### src/core/lpbs_pkg.sv
package lpbs_pkg;

    // decoded command codes presented by the command decoder
    typedef enum logic [3:0] {
        LPBS_CMD_NOP,
        LPBS_CMD_ACT,
        LPBS_CMD_RD,
        LPBS_CMD_WR,
        LPBS_CMD_PRE,
        LPBS_CMD_PREA,
        LPBS_CMD_REFA,
        LPBS_CMD_MRW,
        LPBS_CMD_MRR,
        LPBS_CMD_RESET,
        LPBS_CMD_BST
    } lpbs_cmd_e;

    // per-bank states
    typedef enum logic [3:0] {
        LPBS_POWER_ON,
        LPBS_IDLE,
        LPBS_ROW_ACTIVATING,
        LPBS_ACTIVE,
        LPBS_READING,
        LPBS_WRITING,
        LPBS_RD_AP,
        LPBS_WR_AP,
        LPBS_PRECHARGING,
        LPBS_REFRESHING,
        LPBS_MR_WRITING,
        LPBS_IDLE_MRR,
        LPBS_ACTIVE_MRR,
        LPBS_RESETTING,
        LPBS_RESETTING_MRR
    } lpbs_state_e;

    // device-level power states
    typedef enum logic [2:0] {
        LPBS_PWR_RUN,
        LPBS_PWR_PD,
        LPBS_PWR_SREF,
        LPBS_PWR_XP,
        LPBS_PWR_XSR
    } lpbs_pwr_e;

    localparam int CLK_PERIOD_PS = 10000;
    // timing figures in picoseconds, plain defaults
    localparam int T_RCD_PS   = 18000;
    localparam int T_RP_PS    = 18000;
    localparam int T_RFCAB_PS = 90000;
    localparam int T_MRW_PS   = 50000;
    localparam int T_MRR_PS   = 20000;
    localparam int T_XP_PS    = 7500;
    localparam int T_XSR_PS   = 100000;
    localparam int T_BURST_PS = 40000;
    localparam int T_INIT5_PS = 10000000;

    localparam int CNT_W = 16;

    function automatic int cyc(input int t_ps);
        int c;
        c = (t_ps + CLK_PERIOD_PS - 1) / CLK_PERIOD_PS;
        return (c < 1) ? 1 : c;
    endfunction : cyc

    localparam int RCD_CYC   = cyc(T_RCD_PS);
    localparam int RP_CYC    = cyc(T_RP_PS);
    localparam int RFCAB_CYC = cyc(T_RFCAB_PS);
    localparam int MRW_CYC   = cyc(T_MRW_PS);
    localparam int MRR_CYC   = cyc(T_MRR_PS);
    localparam int XP_CYC    = cyc(T_XP_PS);
    localparam int XSR_CYC   = cyc(T_XSR_PS);
    localparam int BURST_CYC = cyc(T_BURST_PS);
    localparam int INIT5_CYC = cyc(T_INIT5_PS);

endpackage : lpbs_pkg

### src/core/lpbs_bank_fsm.sv
`timescale 1ns/1ps
// Functional notes
// - cke compared with previous edge; cs now
// - resetting power-down exit: idle if init done
// - activate goes through row activating, tRCD
// - refresh all busy until tRFCab, then idle
// - mode write busy until tMRW, then idle
// - mode read busy tMRR, prior state resumes
// - reset via mode write enters resetting
// - active: read, write, mode read, precharge
// - auto-precharge returns idle after burst plus tRP
// - reading: read restarts, write switches at once
// - writing: write restarts, read switches at once
// - burst terminate hits latest burst, any bank
// - precharge to idle bank still waits tRP
// - new burst honours its own auto-precharge
// - idle and active only after timings met
// - bank chosen from two bank address bits
// - auto-precharge bit precharges after burst
module lpbs_bank_fsm #(
    parameter int NUM_BANKS = 4,
    parameter int RCD_CYC   = lpbs_pkg::RCD_CYC,
    parameter int RP_CYC    = lpbs_pkg::RP_CYC,
    parameter int RFCAB_CYC = lpbs_pkg::RFCAB_CYC,
    parameter int MRW_CYC   = lpbs_pkg::MRW_CYC,
    parameter int MRR_CYC   = lpbs_pkg::MRR_CYC,
    parameter int XP_CYC    = lpbs_pkg::XP_CYC,
    parameter int XSR_CYC   = lpbs_pkg::XSR_CYC,
    parameter int BURST_CYC = lpbs_pkg::BURST_CYC,
    parameter int INIT5_CYC = lpbs_pkg::INIT5_CYC
) (
    // clock and reset
    input  wire logic                ref_clk,
    input  wire logic                reset,
    // command bus, decoded
    input  wire logic                cke,
    input  wire logic                cs_n,
    input  wire logic [3:0]          cmd,
    input  wire logic [1:0]          bank_addr,
    input  wire logic                auto_pre,
    input  wire logic                self_refresh,
    // status
    output logic [4*NUM_BANKS-1:0]   bank_state,
    output logic [2:0]               power_state,
    output logic                     all_idle,
    output logic                     cmd_illegal
);

    if (NUM_BANKS != 4)
    begin : g_bad_banks
        $error("two bank address bits serve exactly four banks");
    end
    if (INIT5_CYC >= (1 << lpbs_pkg::CNT_W) * 256 || RFCAB_CYC >= (1 << lpbs_pkg::CNT_W))
    begin : g_bad_counts
        $error("timing count exceeds counter width");
    end

    localparam int IW = 32;

    ////////////////////////////////////////////////////////////////////////////////
    // command qualification

    lpbs_pkg::lpbs_state_e st      [NUM_BANKS];
    logic [lpbs_pkg::CNT_W-1:0] cnt [NUM_BANKS];
    logic                  cke_prev;
    lpbs_pkg::lpbs_pwr_e   pwr;
    logic [lpbs_pkg::CNT_W-1:0] pwr_cnt;
    logic [IW-1:0]         init_cnt;
    logic                  init_done;
    logic [1:0]            last_burst_bank;
    logic                  burst_live;
    logic                  next_illegal;
    lpbs_pkg::lpbs_cmd_e   c;
    logic                  cmd_ok;

    function automatic logic [lpbs_pkg::CNT_W-1:0] ld(input int n);
        return lpbs_pkg::CNT_W'(n - 1);
    endfunction : ld

    function automatic logic is_burst(input lpbs_pkg::lpbs_state_e s);
        return s == lpbs_pkg::LPBS_READING || s == lpbs_pkg::LPBS_WRITING;
    endfunction : is_burst

    assign c = lpbs_pkg::lpbs_cmd_e'(cmd);
    // command table applies only with cke high at both edges and exit waits over
    assign cmd_ok = cke_prev && cke && !cs_n && pwr == lpbs_pkg::LPBS_PWR_RUN;

    always_comb
    begin
        all_idle = 1'b1;
        for (int b = 0; b < NUM_BANKS; b++)
            if (st[b] != lpbs_pkg::LPBS_IDLE)
                all_idle = 1'b0;
    end

    ////////////////////////////////////////////////////////////////////////////////
    // legality check, no state changes on refusal

    always_comb
    begin
        lpbs_pkg::lpbs_state_e s;
        s = st[bank_addr];
        next_illegal = 1'b0;
        if (cmd_ok)
        begin
            case (c)
                lpbs_pkg::LPBS_CMD_NOP:  next_illegal = 1'b0;
                lpbs_pkg::LPBS_CMD_ACT:  next_illegal = s != lpbs_pkg::LPBS_IDLE;
                lpbs_pkg::LPBS_CMD_RD,
                lpbs_pkg::LPBS_CMD_WR:   next_illegal = !(s == lpbs_pkg::LPBS_ACTIVE || is_burst(s));
                lpbs_pkg::LPBS_CMD_PRE:  next_illegal = !(s == lpbs_pkg::LPBS_ACTIVE
                                             || s == lpbs_pkg::LPBS_IDLE || is_burst(s));
                lpbs_pkg::LPBS_CMD_PREA:
                begin
                    for (int b = 0; b < NUM_BANKS; b++)
                        if (!(st[b] == lpbs_pkg::LPBS_ACTIVE || st[b] == lpbs_pkg::LPBS_IDLE
                              || is_burst(st[b])))
                            next_illegal = 1'b1;
                end
                lpbs_pkg::LPBS_CMD_REFA,
                lpbs_pkg::LPBS_CMD_MRW:  next_illegal = !all_idle;
                lpbs_pkg::LPBS_CMD_RESET:
                begin
                    next_illegal = 1'b0;
                    for (int b = 0; b < NUM_BANKS; b++)
                        if (!(st[b] == lpbs_pkg::LPBS_IDLE || st[b] == lpbs_pkg::LPBS_POWER_ON))
                            next_illegal = 1'b1;
                end
                lpbs_pkg::LPBS_CMD_MRR:  next_illegal = !(s == lpbs_pkg::LPBS_IDLE
                                             || s == lpbs_pkg::LPBS_ACTIVE
                                             || s == lpbs_pkg::LPBS_RESETTING);
                // the tracked burst may have just run out, so its bank is checked too
                lpbs_pkg::LPBS_CMD_BST:  next_illegal = !(burst_live
                                             && is_burst(st[last_burst_bank]));
                default:                 next_illegal = 1'b1;
            endcase
        end
    end

    always_ff @(posedge ref_clk)
        if (reset)
            cmd_illegal <= 1'b0;
        else
            cmd_illegal <= next_illegal;

    ////////////////////////////////////////////////////////////////////////////////
    // power-down, self refresh and exit waits

    always_ff @(posedge ref_clk)
        if (reset)
            cke_prev <= 1'b0;
        else
            cke_prev <= cke;

    always_ff @(posedge ref_clk)
    begin
        if (reset)
        begin
            pwr     <= lpbs_pkg::LPBS_PWR_RUN;
            pwr_cnt <= '0;
        end
        else
        begin
            case (pwr)
                lpbs_pkg::LPBS_PWR_RUN:
                    if (cke_prev && !cke)
                        pwr <= (self_refresh && !cs_n && all_idle) ? lpbs_pkg::LPBS_PWR_SREF
                                                                 : lpbs_pkg::LPBS_PWR_PD;
                lpbs_pkg::LPBS_PWR_PD:
                    if (!cke_prev && cke && cs_n)
                    begin
                        pwr     <= lpbs_pkg::LPBS_PWR_XP;
                        pwr_cnt <= ld(XP_CYC);
                    end
                lpbs_pkg::LPBS_PWR_SREF:
                    if (!cke_prev && cke && cs_n)
                    begin
                        pwr     <= lpbs_pkg::LPBS_PWR_XSR;
                        pwr_cnt <= ld(XSR_CYC);
                    end
                lpbs_pkg::LPBS_PWR_XP,
                lpbs_pkg::LPBS_PWR_XSR:
                    if (pwr_cnt == '0)
                        pwr <= lpbs_pkg::LPBS_PWR_RUN;
                    else
                        pwr_cnt <= pwr_cnt - 1'b1;
                default:
                    pwr <= lpbs_pkg::LPBS_PWR_RUN;
            endcase
        end
    end

    // auto-initialisation timer; a long count, so a parameter shortens it
    always_ff @(posedge ref_clk)
    begin
        if (reset)
            init_cnt <= '0;
        else if (cmd_ok && c == lpbs_pkg::LPBS_CMD_RESET && !next_illegal)
            init_cnt <= IW'(INIT5_CYC);
        else if (init_cnt != '0)
            init_cnt <= init_cnt - 1'b1;
    end
    assign init_done = init_cnt == '0;

    ////////////////////////////////////////////////////////////////////////////////
    // most recent burst tracking for terminate

    always_ff @(posedge ref_clk)
    begin
        if (reset)
        begin
            last_burst_bank <= '0;
            burst_live      <= 1'b0;
        end
        else if (cmd_ok && !next_illegal)
        begin
            if (c == lpbs_pkg::LPBS_CMD_RD || c == lpbs_pkg::LPBS_CMD_WR)
            begin
                last_burst_bank <= bank_addr;
                burst_live      <= !auto_pre;
            end
            else if (c == lpbs_pkg::LPBS_CMD_BST || c == lpbs_pkg::LPBS_CMD_PRE
                     || c == lpbs_pkg::LPBS_CMD_PREA)
                burst_live <= 1'b0;
        end
        else if (!is_burst(st[last_burst_bank]))
            burst_live <= 1'b0;
    end

    ////////////////////////////////////////////////////////////////////////////////
    // per-bank state machines

    for (genvar g = 0; g < NUM_BANKS; g++)
    begin : g_bank
        logic hit;
        logic go;
        assign hit = bank_addr == 2'(g);
        assign go  = cmd_ok && !next_illegal;
        assign bank_state[4*g +: 4] = st[g];

        always_ff @(posedge ref_clk)
        begin
            if (reset)
            begin
                st[g]  <= lpbs_pkg::LPBS_POWER_ON;
                cnt[g] <= '0;
            end
            else if (go && c == lpbs_pkg::LPBS_CMD_RESET)
                st[g] <= lpbs_pkg::LPBS_RESETTING;
            else if (go && c == lpbs_pkg::LPBS_CMD_REFA)
            begin
                st[g]  <= lpbs_pkg::LPBS_REFRESHING;
                cnt[g] <= ld(RFCAB_CYC);
            end
            else if (go && c == lpbs_pkg::LPBS_CMD_MRW)
            begin
                st[g]  <= lpbs_pkg::LPBS_MR_WRITING;
                cnt[g] <= ld(MRW_CYC);
            end
            else if (go && c == lpbs_pkg::LPBS_CMD_PREA)
            begin
                st[g]  <= lpbs_pkg::LPBS_PRECHARGING;
                cnt[g] <= ld(RP_CYC);
            end
            else if (go && c == lpbs_pkg::LPBS_CMD_BST && last_burst_bank == 2'(g))
                st[g] <= lpbs_pkg::LPBS_ACTIVE;
            else if (go && hit && c != lpbs_pkg::LPBS_CMD_NOP && c != lpbs_pkg::LPBS_CMD_BST)
            begin
                case (c)
                    lpbs_pkg::LPBS_CMD_ACT:
                    begin
                        st[g]  <= lpbs_pkg::LPBS_ROW_ACTIVATING;
                        cnt[g] <= ld(RCD_CYC);
                    end
                    lpbs_pkg::LPBS_CMD_RD:
                    begin
                        st[g]  <= auto_pre ? lpbs_pkg::LPBS_RD_AP : lpbs_pkg::LPBS_READING;
                        cnt[g] <= ld(auto_pre ? BURST_CYC + RP_CYC : BURST_CYC);
                    end
                    lpbs_pkg::LPBS_CMD_WR:
                    begin
                        st[g]  <= auto_pre ? lpbs_pkg::LPBS_WR_AP : lpbs_pkg::LPBS_WRITING;
                        cnt[g] <= ld(auto_pre ? BURST_CYC + RP_CYC : BURST_CYC);
                    end
                    lpbs_pkg::LPBS_CMD_PRE:
                    begin
                        st[g]  <= lpbs_pkg::LPBS_PRECHARGING;
                        cnt[g] <= ld(RP_CYC);
                    end
                    lpbs_pkg::LPBS_CMD_MRR:
                    begin
                        case (st[g])
                            lpbs_pkg::LPBS_ACTIVE:    st[g] <= lpbs_pkg::LPBS_ACTIVE_MRR;
                            lpbs_pkg::LPBS_RESETTING: st[g] <= lpbs_pkg::LPBS_RESETTING_MRR;
                            default:                  st[g] <= lpbs_pkg::LPBS_IDLE_MRR;
                        endcase
                        cnt[g] <= ld(MRR_CYC);
                    end
                    default: st[g] <= st[g];
                endcase
            end
            else
            begin
                // timed states: same-bank commands refused above until the count ends, except in reading and writing
                case (st[g])
                    lpbs_pkg::LPBS_ROW_ACTIVATING,
                    lpbs_pkg::LPBS_PRECHARGING,
                    lpbs_pkg::LPBS_REFRESHING,
                    lpbs_pkg::LPBS_MR_WRITING,
                    lpbs_pkg::LPBS_IDLE_MRR,
                    lpbs_pkg::LPBS_ACTIVE_MRR,
                    lpbs_pkg::LPBS_RESETTING_MRR,
                    lpbs_pkg::LPBS_RD_AP,
                    lpbs_pkg::LPBS_WR_AP,
                    lpbs_pkg::LPBS_READING,
                    lpbs_pkg::LPBS_WRITING:
                    begin
                        if (cnt[g] != '0)
                            cnt[g] <= cnt[g] - 1'b1;
                        else
                            case (st[g])
                                lpbs_pkg::LPBS_ROW_ACTIVATING,
                                lpbs_pkg::LPBS_ACTIVE_MRR,
                                lpbs_pkg::LPBS_READING,
                                lpbs_pkg::LPBS_WRITING:
                                    st[g] <= lpbs_pkg::LPBS_ACTIVE;
                                lpbs_pkg::LPBS_RESETTING_MRR:
                                    st[g] <= lpbs_pkg::LPBS_RESETTING;
                                default:
                                    st[g] <= lpbs_pkg::LPBS_IDLE;
                            endcase
                    end
                    lpbs_pkg::LPBS_RESETTING:
                        // power-down exit included: idle only after init interval
                        if (init_done && pwr == lpbs_pkg::LPBS_PWR_RUN)
                            st[g] <= lpbs_pkg::LPBS_IDLE;
                    default: st[g] <= st[g];
                endcase
            end
        end
    end

    assign power_state = pwr;

endmodule : lpbs_bank_fsm

### config.mk
export PLATFORM = sky130hd
export DESIGN_NAME = lpbs_bank_fsm
export DESIGN_NICKNAME = d
export VERILOG_FILES = /design/src/core/lpbs_pkg.sv /design/src/core/lpbs_bank_fsm.sv
export SDC_FILE = /design/constraint.sdc
export NUM_CORES = 1
export LEC_CHECK = 0
export ABC_AREA = 1
export ABC_CLOCK_PERIOD_IN_PS = 3100
export BUFFER_PORTS_ARGS = -buffer_cell sky130_fd_sc_hd__buf_2
export CORE_ASPECT_RATIO = 1.25
export CORE_MARGIN = 2
export CORE_UTILIZATION = 50
export DETAILED_ROUTE_END_ITERATION = 6
export PLACE_DENSITY_LB_ADDON = 0.2
export SLEW_MARGIN = 30
export SYNTH_ARGS = -nofsm -noshare
export SYNTH_HDL_FRONTEND = slang
export SYNTH_SLANG_ARGS = --single-unit
### constraint.sdc
create_clock -name ref_clk -period 3.1 [get_ports ref_clk]
set_input_delay 0.62 -clock ref_clk [delete_from_list [all_inputs] [get_ports ref_clk]]
set_output_delay 0.62 -clock ref_clk [all_outputs]
set_load 0.02 [all_outputs]
==> metrics.yaml, run 1 <==
timing:
  drv_slew: 0
  max_slew_margin_pct: 54.64
  rsz0062_at_grt: "true"
  timing_hold_violations_final: 0
  layout_min_cycle_time_ps: 3205
  worst_pin_slew_ps: 674.2
  whs_ps: 454.3
  setup_ws_ps: -104.6
  achievable-frequency_mhz: 312.1
  clock_skew_ps: 13.21
  post-route-period-util_pct: 103.4
  final-setup-viol-count: 52
routing:
  route.antenna.remaining_nets: 0
  drt-wirelength-per-cell_um: 14.75
  drtIter0Drc: 564
  first_pass_iters: 5
  viasPerCell: 5.282
  vias: 9201
  route.detailed.drc: 0
  totalWireLength_um: 25700
floorplanning:
  core_area_mm2: 0.01810
  core.rowCount: 55
  floorplan.die.height_um: 155.7
  die_w_um: 125.4
  boundaryPins: 33
  die_area_mm2: 0.01952
  initial_core_util_pct: 50.86
critical_path:
  timing.critical_path.from_type: "flop"
  required_ps: 3300
  cp_class: "flop to flop"
  worst_ep_arrival_time_ps: 3400
  regToRegStartpoint: "st[2][3]"
  critical_path.max_fanout: 8
  internal_reg_to_reg_setup_slack_ps: -100
  r2r_end: "cnt[2][2]"
  critical_path.endpoint_type: "flop"
  rr_worst_depth: 18
layout:
  postLayoutCellArea_mm2: 0.01194
  antennaDiodeCount: 0
  area_growth_pct: 29.67
  nFillCells: 1592
  multi_input_area_mm2: 0.005234
  final_layout_size_suffix_gt1_share_pct: 25.76
  register_area_mm2: 0.003563
  fin_nets: 1519
clock_tree:
  cts_inserted_buffers: 17
  cts_root_buffer: "clkbuf_16"
  tritoncts: "built"
  tritoncts_num_sinks: 138
  clock_tree.htree_level_count: 4
  clk_pin_slew_worst_paths_ps: 60
  clk_latency_ps: 430
  clk_path_buf_depth: 2
hold_path:
  min-delay-path-class: "flop to flop"
  hold_path_end: "pwr_cnt[15]"
  source_of_the_worst_hold_timing_path: "pwr_cnt[15]"
  worst_hold_path.num_cells: 1
power:
  ir_drop_mv: 0.6312
  powerDensity_mw_per_mm2: 654.1
  standby_leakage_power_nw: 5.480
synth:
  synth-edff-count: 80
  synth.yosys.warnings: 0
  syn_nets: 1324
  postSynthRegisterBits: 138
  yosys.area.top_type_share_pct: 26.10
  async_reset_ff_share_pct: 0
  mean_post_synth_cell_area_um2: 7.048
  yosysSeqAreaShare_pct: 38.71
  ys_dominant_reg_cell: "edfxtp_1"
  synth.cell_area_mm2: 0.009205
  synth.top_cells.by_area: "edfxtp_1 (26%), dfxtp_1 (13%), nor2_1 (11%)"
  yosysTopAreaCell: "edfxtp_1"
  synth.lib_cells_used.distinct: 55
  syn_inst: 1306
job:
  cap_violations: 0
placement:
  numPortBuffers: 32
  detailedPlace.worstSlack_ps: -212.6
  dp_hpwl_um: 19190
  total_placed_instance_area_mm2: 0.01065
  globalplace.congestion: 0.9691
global_routing:
  pin_count_of_the_biggest_net_entering_global_routing: 27
  global_route_wire_length_before_repair_um: 40650
  grt_overflow_total: 0
  grt_pass1_vias: 8675
  grt.total_usage_pct: 25.72
  antenna_violations_before_repair: 1
run_status:
  violations: "setup timing"
  result_of_the_run: "finished, violations left"
==> per-stage QoR <==
step	std cells	total power, W	TNS, ps	utilization, %
2_1_floorplan	1306	0.004798	-5468	-
3_3_place_gp	1685	0.005497	-14640	58.85
3_5_place_dp	1685	0.005565	-18720	58.85
4_1_cts	1718	0.007700	0	62.42
5_1_grt	1742	0.008375	-10270	65.95
6_report	1742	0.007807	-2548	65.95
==> cell usage in the layout, fill, tap and decap left out, types with 10 or more instances in the layout <==
master / n
buf_2: 32
xnor2_1: 22
clkbuf_16: 21
nor2_1: 238
xor2_1: 28
nor4_1: 10
edfxtp_1: 80
nor2_4: 21
dfxtp_1: 58
or2_2: 19
inv_2: 23
nand3_1: 74
nand2_2: 19
inv_1: 165
nand3_2: 16
nand2_1: 223
buf_4: 142
a21oi_1: 62
nand4_1: 26
nor3_1: 38
o21ai_0: 42
nor2_2: 22
o21ai_1: 14
==> critical path, cell delays in order, from the launching register on <==
cell       delay (ps)
edfxtp_1          430
buf_6             150
nor2_1            160
nand3_1           150
nand3_2           130
nand3_1            80
nand2_1           150
nand3_2           120
nor2_4            220
nand3_4           150
nor2_4            180
nand2_4           110
nand3_4           160
inv_4              60
nand2_4            70
inv_2              40
nor2_4             80
nand4_1           230
clkbuf_16         270
==> registers in the layout (all words and copies together) (netlist names), named ones only <==
register,cells
init_cnt,32
power_state,3
burst_live,1
cke_prev,1
last_burst_bank,2
cmd_illegal,1
pwr_cnt,16
cnt,64
st,16
==> per-layer routing <==
layer,vias to the layer above,wire length [um],GRT usage (%)
met4,2,1146,12.59
met1,4223,10810,31.37
met2,224,12630,44.28
li1,4681,-,-
met3,71,1107,4.218
met5,-,13,0
==> layout make-up <==
class                           instances  area share [%]
Sequential cell                       138           29.85
Inverter                              190           6.017
Timing Repair Buffer                  192           12.76
Clock inverter                         14           1.363
Clock buffer                           18           3.774
Multi-Input combinational cell        962           43.85
Tap cell                              228           2.390
==> worst max-delay path by stage <==
stage                      start          to  slack (ps)  cells past startpoint
finish                  st[2][3]   cnt[2][2]        -100                     18
global route            st[3][3]   cnt[2][2]        -200                     18
CTS                     st[2][2]  cnt[2][13]          20                     24
detailed placement  bank_addr[0]   cnt[0][8]        -210                     20
global placement    bank_addr[0]    st[1][0]        -200                     19
floorplan           bank_addr[1]   cnt[3][0]        -140                     18
==> report_power, final <==
| part | switching, W | internal, W | total (W) |
|---|---|---|---|
| Clock | 0.000854 | 0.00125 | 0.00211 |
| Sequential | 0.000321 | 0.00239 | 0.00271 |
| Combinational | 0.00185 | 0.00114 | 0.00299 |
==> Yosys cell counts, types with 5 or more instances <==
cell and number:
or2_2 19, edfxtp_1 80, dfxtp_1 58, inv_1 172, nor2_4 7, nor2_2 11, nand3_1 87, o21ai_1 13
nor3_1 48, xor2_1 28, nand3b_1 5, nand3_2 8, nand4_1 26, o31ai_1 5, ha_1 6, buf_2 6
a21oi_1 62, nor2_1 263, a21oi_2 5, xnor2_1 22, nand2_1 245, nor4_1 10, inv_2 17, o21ai_0 46
a211oi_1 5
==> kinds of logic (layout without fill, tap and decap cells) <==
| family | count (synthesis) | count (layout) | synth area share [%] |
|---|---|---|---|
| AO/OA/AOI/OAI | 155 | 155 | 9.433 |
| XOR/XNOR | 50 | 50 | 4.757 |
| adder cells (fa/ha/maj) | 6 | 6 | 0.8155 |
| buffers and inverters | 206 | 414 | 8.890 |
| flip-flops | 138 | 138 | 38.71 |
| AND/OR/NAND/NOR | 751 | 751 | 37.39 |
==> what timing repair did <==
item | in CTS | in global routing
resized for setup | 6 | 108
buffers inserted | 1 | 21
endpoints found under the setup margin | 63 | 140
pin swaps | 4 | 31
hold buffers | 0 | 0
gates cloned | 0 | 3
No activity file was read; power rests on OpenSTA's default activity.
==> run 2, diff against run 1 <==
Settings changed: ABC_CLOCK_PERIOD_IN_PS 3100 to 3850, CAP_MARGIN set to 10.
Clock period 3.1 ns to 3.85 ns, I/O delays scaled along.
==> metrics.yaml, run 2 (synthesis results as in run 1) <==
routing:
  drt-wirelength-per-cell_um: 14.80
  drtIter0Drc: 685
  vias: 8606
  first_pass_iters: 6
  route.antenna.remaining_nets: 0
  totalWireLength_um: 23790
  route.detailed.drc: 0
  viasPerCell: 5.355
power:
  powerDensity_mw_per_mm2: 573.5
  switching_share_pct: 39.43
  standby_leakage_power_nw: 4.668
  netSwitchingPower_w: 0.002325
  internal_power_w: 0.003572
  power_frac_clock_pct: 26.2
  ir_drop_mv: 0.4273
  power.combinational.fraction_pct: 36.5
  sequential_fraction_of_design_power_pct: 37.3
global_routing:
  pin_count_of_the_biggest_net_entering_global_routing: 27
  grt.total_usage_pct: 24.99
  grt_overflow_total: 0
  antenna_violations_before_repair: 0
  grt_pass1_vias: 8244
  global_route_wire_length_before_repair_um: 39450
floorplanning:
  die_area_mm2: 0.01952
  core.rowCount: 55
  core_area_mm2: 0.01810
  floorplan.die.height_um: 155.7
  initial_core_util_pct: 50.86
  boundaryPins: 33
  die_w_um: 125.4
hold_path:
  worst_hold_path.num_cells: 1
  hold_path_end: "pwr_cnt[15]"
  source_of_the_worst_hold_timing_path: "pwr_cnt[15]"
  min-delay-path-class: "flop to flop"
critical_path:
  path_delay_family: "simple AND/OR/NAND/NOR gates"
  required_ps: 3970
  crit_path_frequent_cell: "nand2_1"
  critical_path.max_fanout: 16
  number_of_buffers_and_inverters_on_the_critical_path: 2
  regToRegStartpoint: "st[2][1]"
  timing.critical_path.from_type: "flop"
  critical_path.endpoint_type: "flop"
  cp_class: "flop to flop"
  rr_worst_depth: 16
  internal_reg_to_reg_setup_slack_ps: 260
  cpPeakStageDelay_ps: 540
  cpMaxStageDelayCell: "edfxtp_1"
  worst_ep_arrival_time_ps: 3720
  path_cells: "inv_1 > nand2_1 > o21ai_1 > nand2_1 > o21ai_1 > nand2_1 > nor2_1 > nand3_2 > nor2_4 > nand4_1 > nor2_2 > nand3_1 > nand2_1 > nor2_1 > nand4_1 > buf_4"
  r2r_end: "cnt[3][6]"
layout:
  area_growth_pct: 11.70
  layout_common_cells: "nor2_1 (263), nand2_1 (245), inv_1 (172), nand3_1 (87), edfxtp_1 (80)"
  final_layout_size_suffix_gt1_share_pct: 12.26
  nFillCells: 1786
  utilization_pct: 56.81
  top_register: "cnt"
  largest_register_ff_count: 64
  largest_registers: "cnt x64, init_cnt x32"
  layout.cells.most_common: "nor2_1"
  fin_nets: 1383
timing:
  max_slew_margin_pct: 56.90
  whs_ps: 452.2
  post-route-period-util_pct: 93.35
  timing_hold_violations_final: 0
  layout_min_cycle_time_ps: 3594
  clock_skew_ps: 6.357
  achievable-frequency_mhz: 278.3
  worst_pin_slew_ps: 640.6
  finalSetupTns_ps: 0
  rsz0062_at_grt: "false"
  drv_slew: 0
  setup_ws_ps: 256.1
  final-setup-viol-count: 0
clock_tree:
  clk_path_buf_depth: 2
  number_of_hold_buffers_added_after_cts: 0
  tritoncts: "built"
  postCtsResizedCells: 0
  tritoncts_num_sinks: 138
  clk_pin_slew_worst_paths_ps: 60
  clock_tree.htree_level_count: 4
  clk_latency_ps: 440
  cts_inserted_buffers: 17
  cts_root_buffer: "clkbuf_16"
  post_cts_buffers: 0
placement:
  detailedPlace.worstSlack_ps: 142.9
  globalplace.congestion: 0.9614
  numPortBuffers: 32
  dp_hpwl_um: 18250
job:
  cap_violations: 0
run_status:
  result_of_the_run: "completed"
## run 2: metal layers
metal	vias to the layer above	wire length [um]	global-route usage, %	part of all wire (%)
met1	3887	9776	29.13	41
li1	4393	-	-	-
met3	70	1436	5.213	6.0
met5	-	0	0	0
met2	256	11350	42.47	48
met4	0	1226	14.87	5.2
## run 2: area by class of cell
cell class | count | area (um^2) | share of cell area, %
Inverter | 190 | 715.7 | 6.960
Clock buffer | 19 | 432.9 | 4.210
Timing Repair Buffer | 56 | 340.3 | 3.310
Multi-Input combinational cell | 962 | 4823 | 46.91
Sequential cell | 138 | 3563 | 34.66
Tap cell | 228 | 285.3 | 2.774
Clock inverter | 13 | 118.9 | 1.156
Antenna cell | 1 | 2.502 | 0.02434
## run 2: worst max-delay path by stage
stage / startpoint / cells after the start / to / slack (ps)
2_1_floorplan: bank_addr[1] / 19 / cnt[3][0] / 400
3_3_place_gp: bank_addr[1] / 18 / cnt[3][14] / 210
3_5_place_dp: bank_addr[1] / 18 / cnt[3][11] / 140
4_1_cts: st[2][1] / 16 / cnt[3][5] / 330
5_1_grt: st[2][1] / 16 / cnt[3][14] / 60
6_report: st[2][1] / 16 / cnt[3][6] / 260
## run 2: power by group through the flow
| stage | combinational (W) | clock [W] | sequential, W |
|---|---|---|---|
| finish | 0.00215 | 0.00154 | 0.00220 |
| floorplan | 0.00166 | 0 | 0.00219 |
| CTS | 0.00216 | 0.00157 | 0.00220 |
| detailed placement | 0.00214 | 0 | 0.00223 |
| global route | 0.00247 | 0.00163 | 0.00225 |
| global placement | 0.00211 | 0 | 0.00222 |
## run 2: through the flow
stage | total power [W] | instance area (um^2) | std cells
after floorplan | 0.003857 | 9205 | 1306
after global placement | 0.004329 | 9728 | 1574
after detailed placement | 0.004370 | 9728 | 1574
after CTS | 0.005928 | 10280 | 1606
after global routing | 0.006351 | 10280 | 1606
final | 0.005897 | 10280 | 1607
==> run 3, diff against run 2 <==
Settings changed: CELL_PAD_IN_SITES_DETAIL_PLACEMENT set to 1, CELL_PAD_IN_SITES_GLOBAL_PLACEMENT set to 2, CORE_ASPECT_RATIO 1.25 to not set, CORE_UTILIZATION 50 to 39, CTS_CLUSTER_DIAMETER set to 80.
==> metrics.yaml, run 3 (synthesis results as in run 1) <==
routing:
  route.detailed.drc: 0
  drtIter0Drc: 547
  totalWireLength_um: 27620
  drt-wirelength-per-cell_um: 16.24
  route.antenna.remaining_nets: 0
  vias: 8695
  first_pass_iters: 4
  viasPerCell: 5.112
timing:
  whs_ps: 481.6
  achievable-frequency_mhz: 288.2
  final-setup-viol-count: 0
  drv_slew: 0
  setup_ws_ps: 379.9
  timing_hold_violations_final: 0
  post-route-period-util_pct: 90.13
  finalSetupTns_ps: 0
  worst_pin_slew_ps: 767.6
  rsz0062_at_grt: "false"
  layout_min_cycle_time_ps: 3470
  max_slew_margin_pct: 48.36
  clock_skew_ps: 14.32
hold_path:
  worst_hold_path.num_cells: 1
  min-delay-path-class: "flop to flop"
  hold_path_end: "pwr_cnt[8]"
  source_of_the_worst_hold_timing_path: "pwr_cnt[8]"
critical_path:
  regToRegStartpoint: "st[2][1]"
  cp_class: "flop to flop"
  rr_worst_depth: 18
  internal_reg_to_reg_setup_slack_ps: 380
  crit_path_frequent_cell: "nor2_1"
  worst_ep_arrival_time_ps: 3600
  critical_path.max_fanout: 9
  cpMaxStageDelayCell: "edfxtp_1"
  r2r_end: "st[1][3]"
  cpPeakStageDelay_ps: 520
  path_cells: "inv_1 > nand2_1 > nor2_1 > nand2_1 > nor2_1 > nor2_1 > nor2_1 > nand3_2 > nor2_4 > nand3_4 > nor2_4 > nand2_4 > nand3_4 > nor2_1 > nor3_1 > nand2_1 > inv_1 > nand3_1"
  critical_path.endpoint_type: "flop"
  required_ps: 3980
  timing.critical_path.from_type: "flop"
layout:
  largest_registers: "cnt x64, init_cnt x32"
  fin_nets: 1386
  largest_register_ff_count: 64
  layout_common_cells: "nor2_1 (263), nand2_1 (245), inv_1 (172), nand3_1 (87), edfxtp_1 (80)"
  area_growth_pct: 13.93
  final_layout_size_suffix_gt1_share_pct: 12.38
  final-instance-count-excl-fill: 1701
  layout.cells.most_common: "nor2_1"
  top_register: "cnt"
  nFillCells: 3069
clock_tree:
  tritoncts_num_sinks: 138
  number_of_hold_buffers_added_after_cts: 0
  cts_root_buffer: "clkbuf_16"
  cts_inserted_buffers: 17
  postCtsResizedCells: 0
  post_cts_buffers: 0
  clk_latency_ps: 430
  tritoncts: "built"
  clock_tree.htree_level_count: 4
  clk_path_buf_depth: 2
  clk_pin_slew_worst_paths_ps: 70
placement:
  detailedPlace.worstSlack_ps: 100.8
  post-place-cells: 1668
  numPortBuffers: 32
  globalplace.congestion: 0.9605
  dp_hpwl_um: 21290
run_status:
  result_of_the_run: "completed"
power:
  ir_drop_mv: 0.3017
  powerDensity_mw_per_mm2: 579.0
  report.power.total_w: 0.006072
  standby_leakage_power_nw: 4.723
floorplanning:
  boundaryPins: 33
  die_area_mm2: 0.02485
  initial_core_util_pct: 39.45
  core.rowCount: 56
  floorplan.die.height_um: 157.6
  die_w_um: 157.6
  core_area_mm2: 0.02333
global_routing:
  pin_count_of_the_biggest_net_entering_global_routing: 27
  grt_pass1_vias: 8751
  global_route_wire_length_before_repair_um: 45080
  antenna_violations_before_repair: 2
  grt_overflow_total: 0
  grt.total_usage_pct: 23.18
job:
  cap_violations: 0
-- run 3: cell count changes in the layout (fill, tap and decap cells not counted), moves of 2 or more --
cell	change
buf_12	+3
clkbuf_16	+3
clkinvlp_4	-3
clkinv_2	-2
-- run 3: worst max-delay path by stage --
stage | startpoint | to | slack, ps | cells after the start
after detailed placement | bank_addr[1] | cnt[1][11] | 100 | 18
after CTS | st[2][1] | st[1][1] | 360 | 18
after global placement | bank_addr[1] | cnt[1][12] | 170 | 18
after global routing | st[2][1] | st[0][0] | 150 | 19
after floorplan | bank_addr[1] | cnt[3][0] | 400 | 19
final | st[2][1] | st[1][3] | 380 | 18
-- run 3: worst max-delay path: cells and delay by family, from the launching register on --
family | cells | cell delay, ps
buffers and inverters | 2 | 300
DFF | 1 | 520
and+or+nand+nor | 16 | 2360
-- run 3: area by class of cell --
type	count	area [um^2]	share of cell area (%)
Antenna cell	1	2.502	0.02386
Timing Repair Buffer	59	400.4	3.818
Clock buffer	22	508.0	4.844
Tap cell	319	399.1	3.806
Inverter	190	715.7	6.824
Multi-Input combinational cell	962	4823	45.99
Clock inverter	10	75.07	0.7158
Sequential cell	138	3563	33.98
-- run 3: routing by layer --
| metal | vias up | wire, um | GRT usage (%) |
|---|---|---|---|
| met4 | 2 | 384 | 5.931 |
| met5 | - | 13 | 0 |
| met1 | 4115 | 13330 | 31.35 |
| met3 | 28 | 902 | 3.394 |
| met2 | 141 | 12990 | 38.86 |
| li1 | 4409 | - | - |
-- run 3: through the flow --
step | cell area [um^2] | util (%)
3_5_place_dp | 9902 | 42.44
4_1_cts | 10490 | 44.94
6_report | 10490 | 44.95
5_1_grt | 10490 | 44.94
2_1_floorplan | 9205 | -
3_3_place_gp | 9902 | 42.44
-- run 3: power breakdown --
part / leakage, nW / switching [W] / internal (W)
sequential: 1.33 / 0.000284 / 0.00192
clock: 0.285 / 0.000699 / 0.000948
combinational: 3.11 / 0.00145 / 0.000766
total: 4.72 / 0.00243 / 0.00364
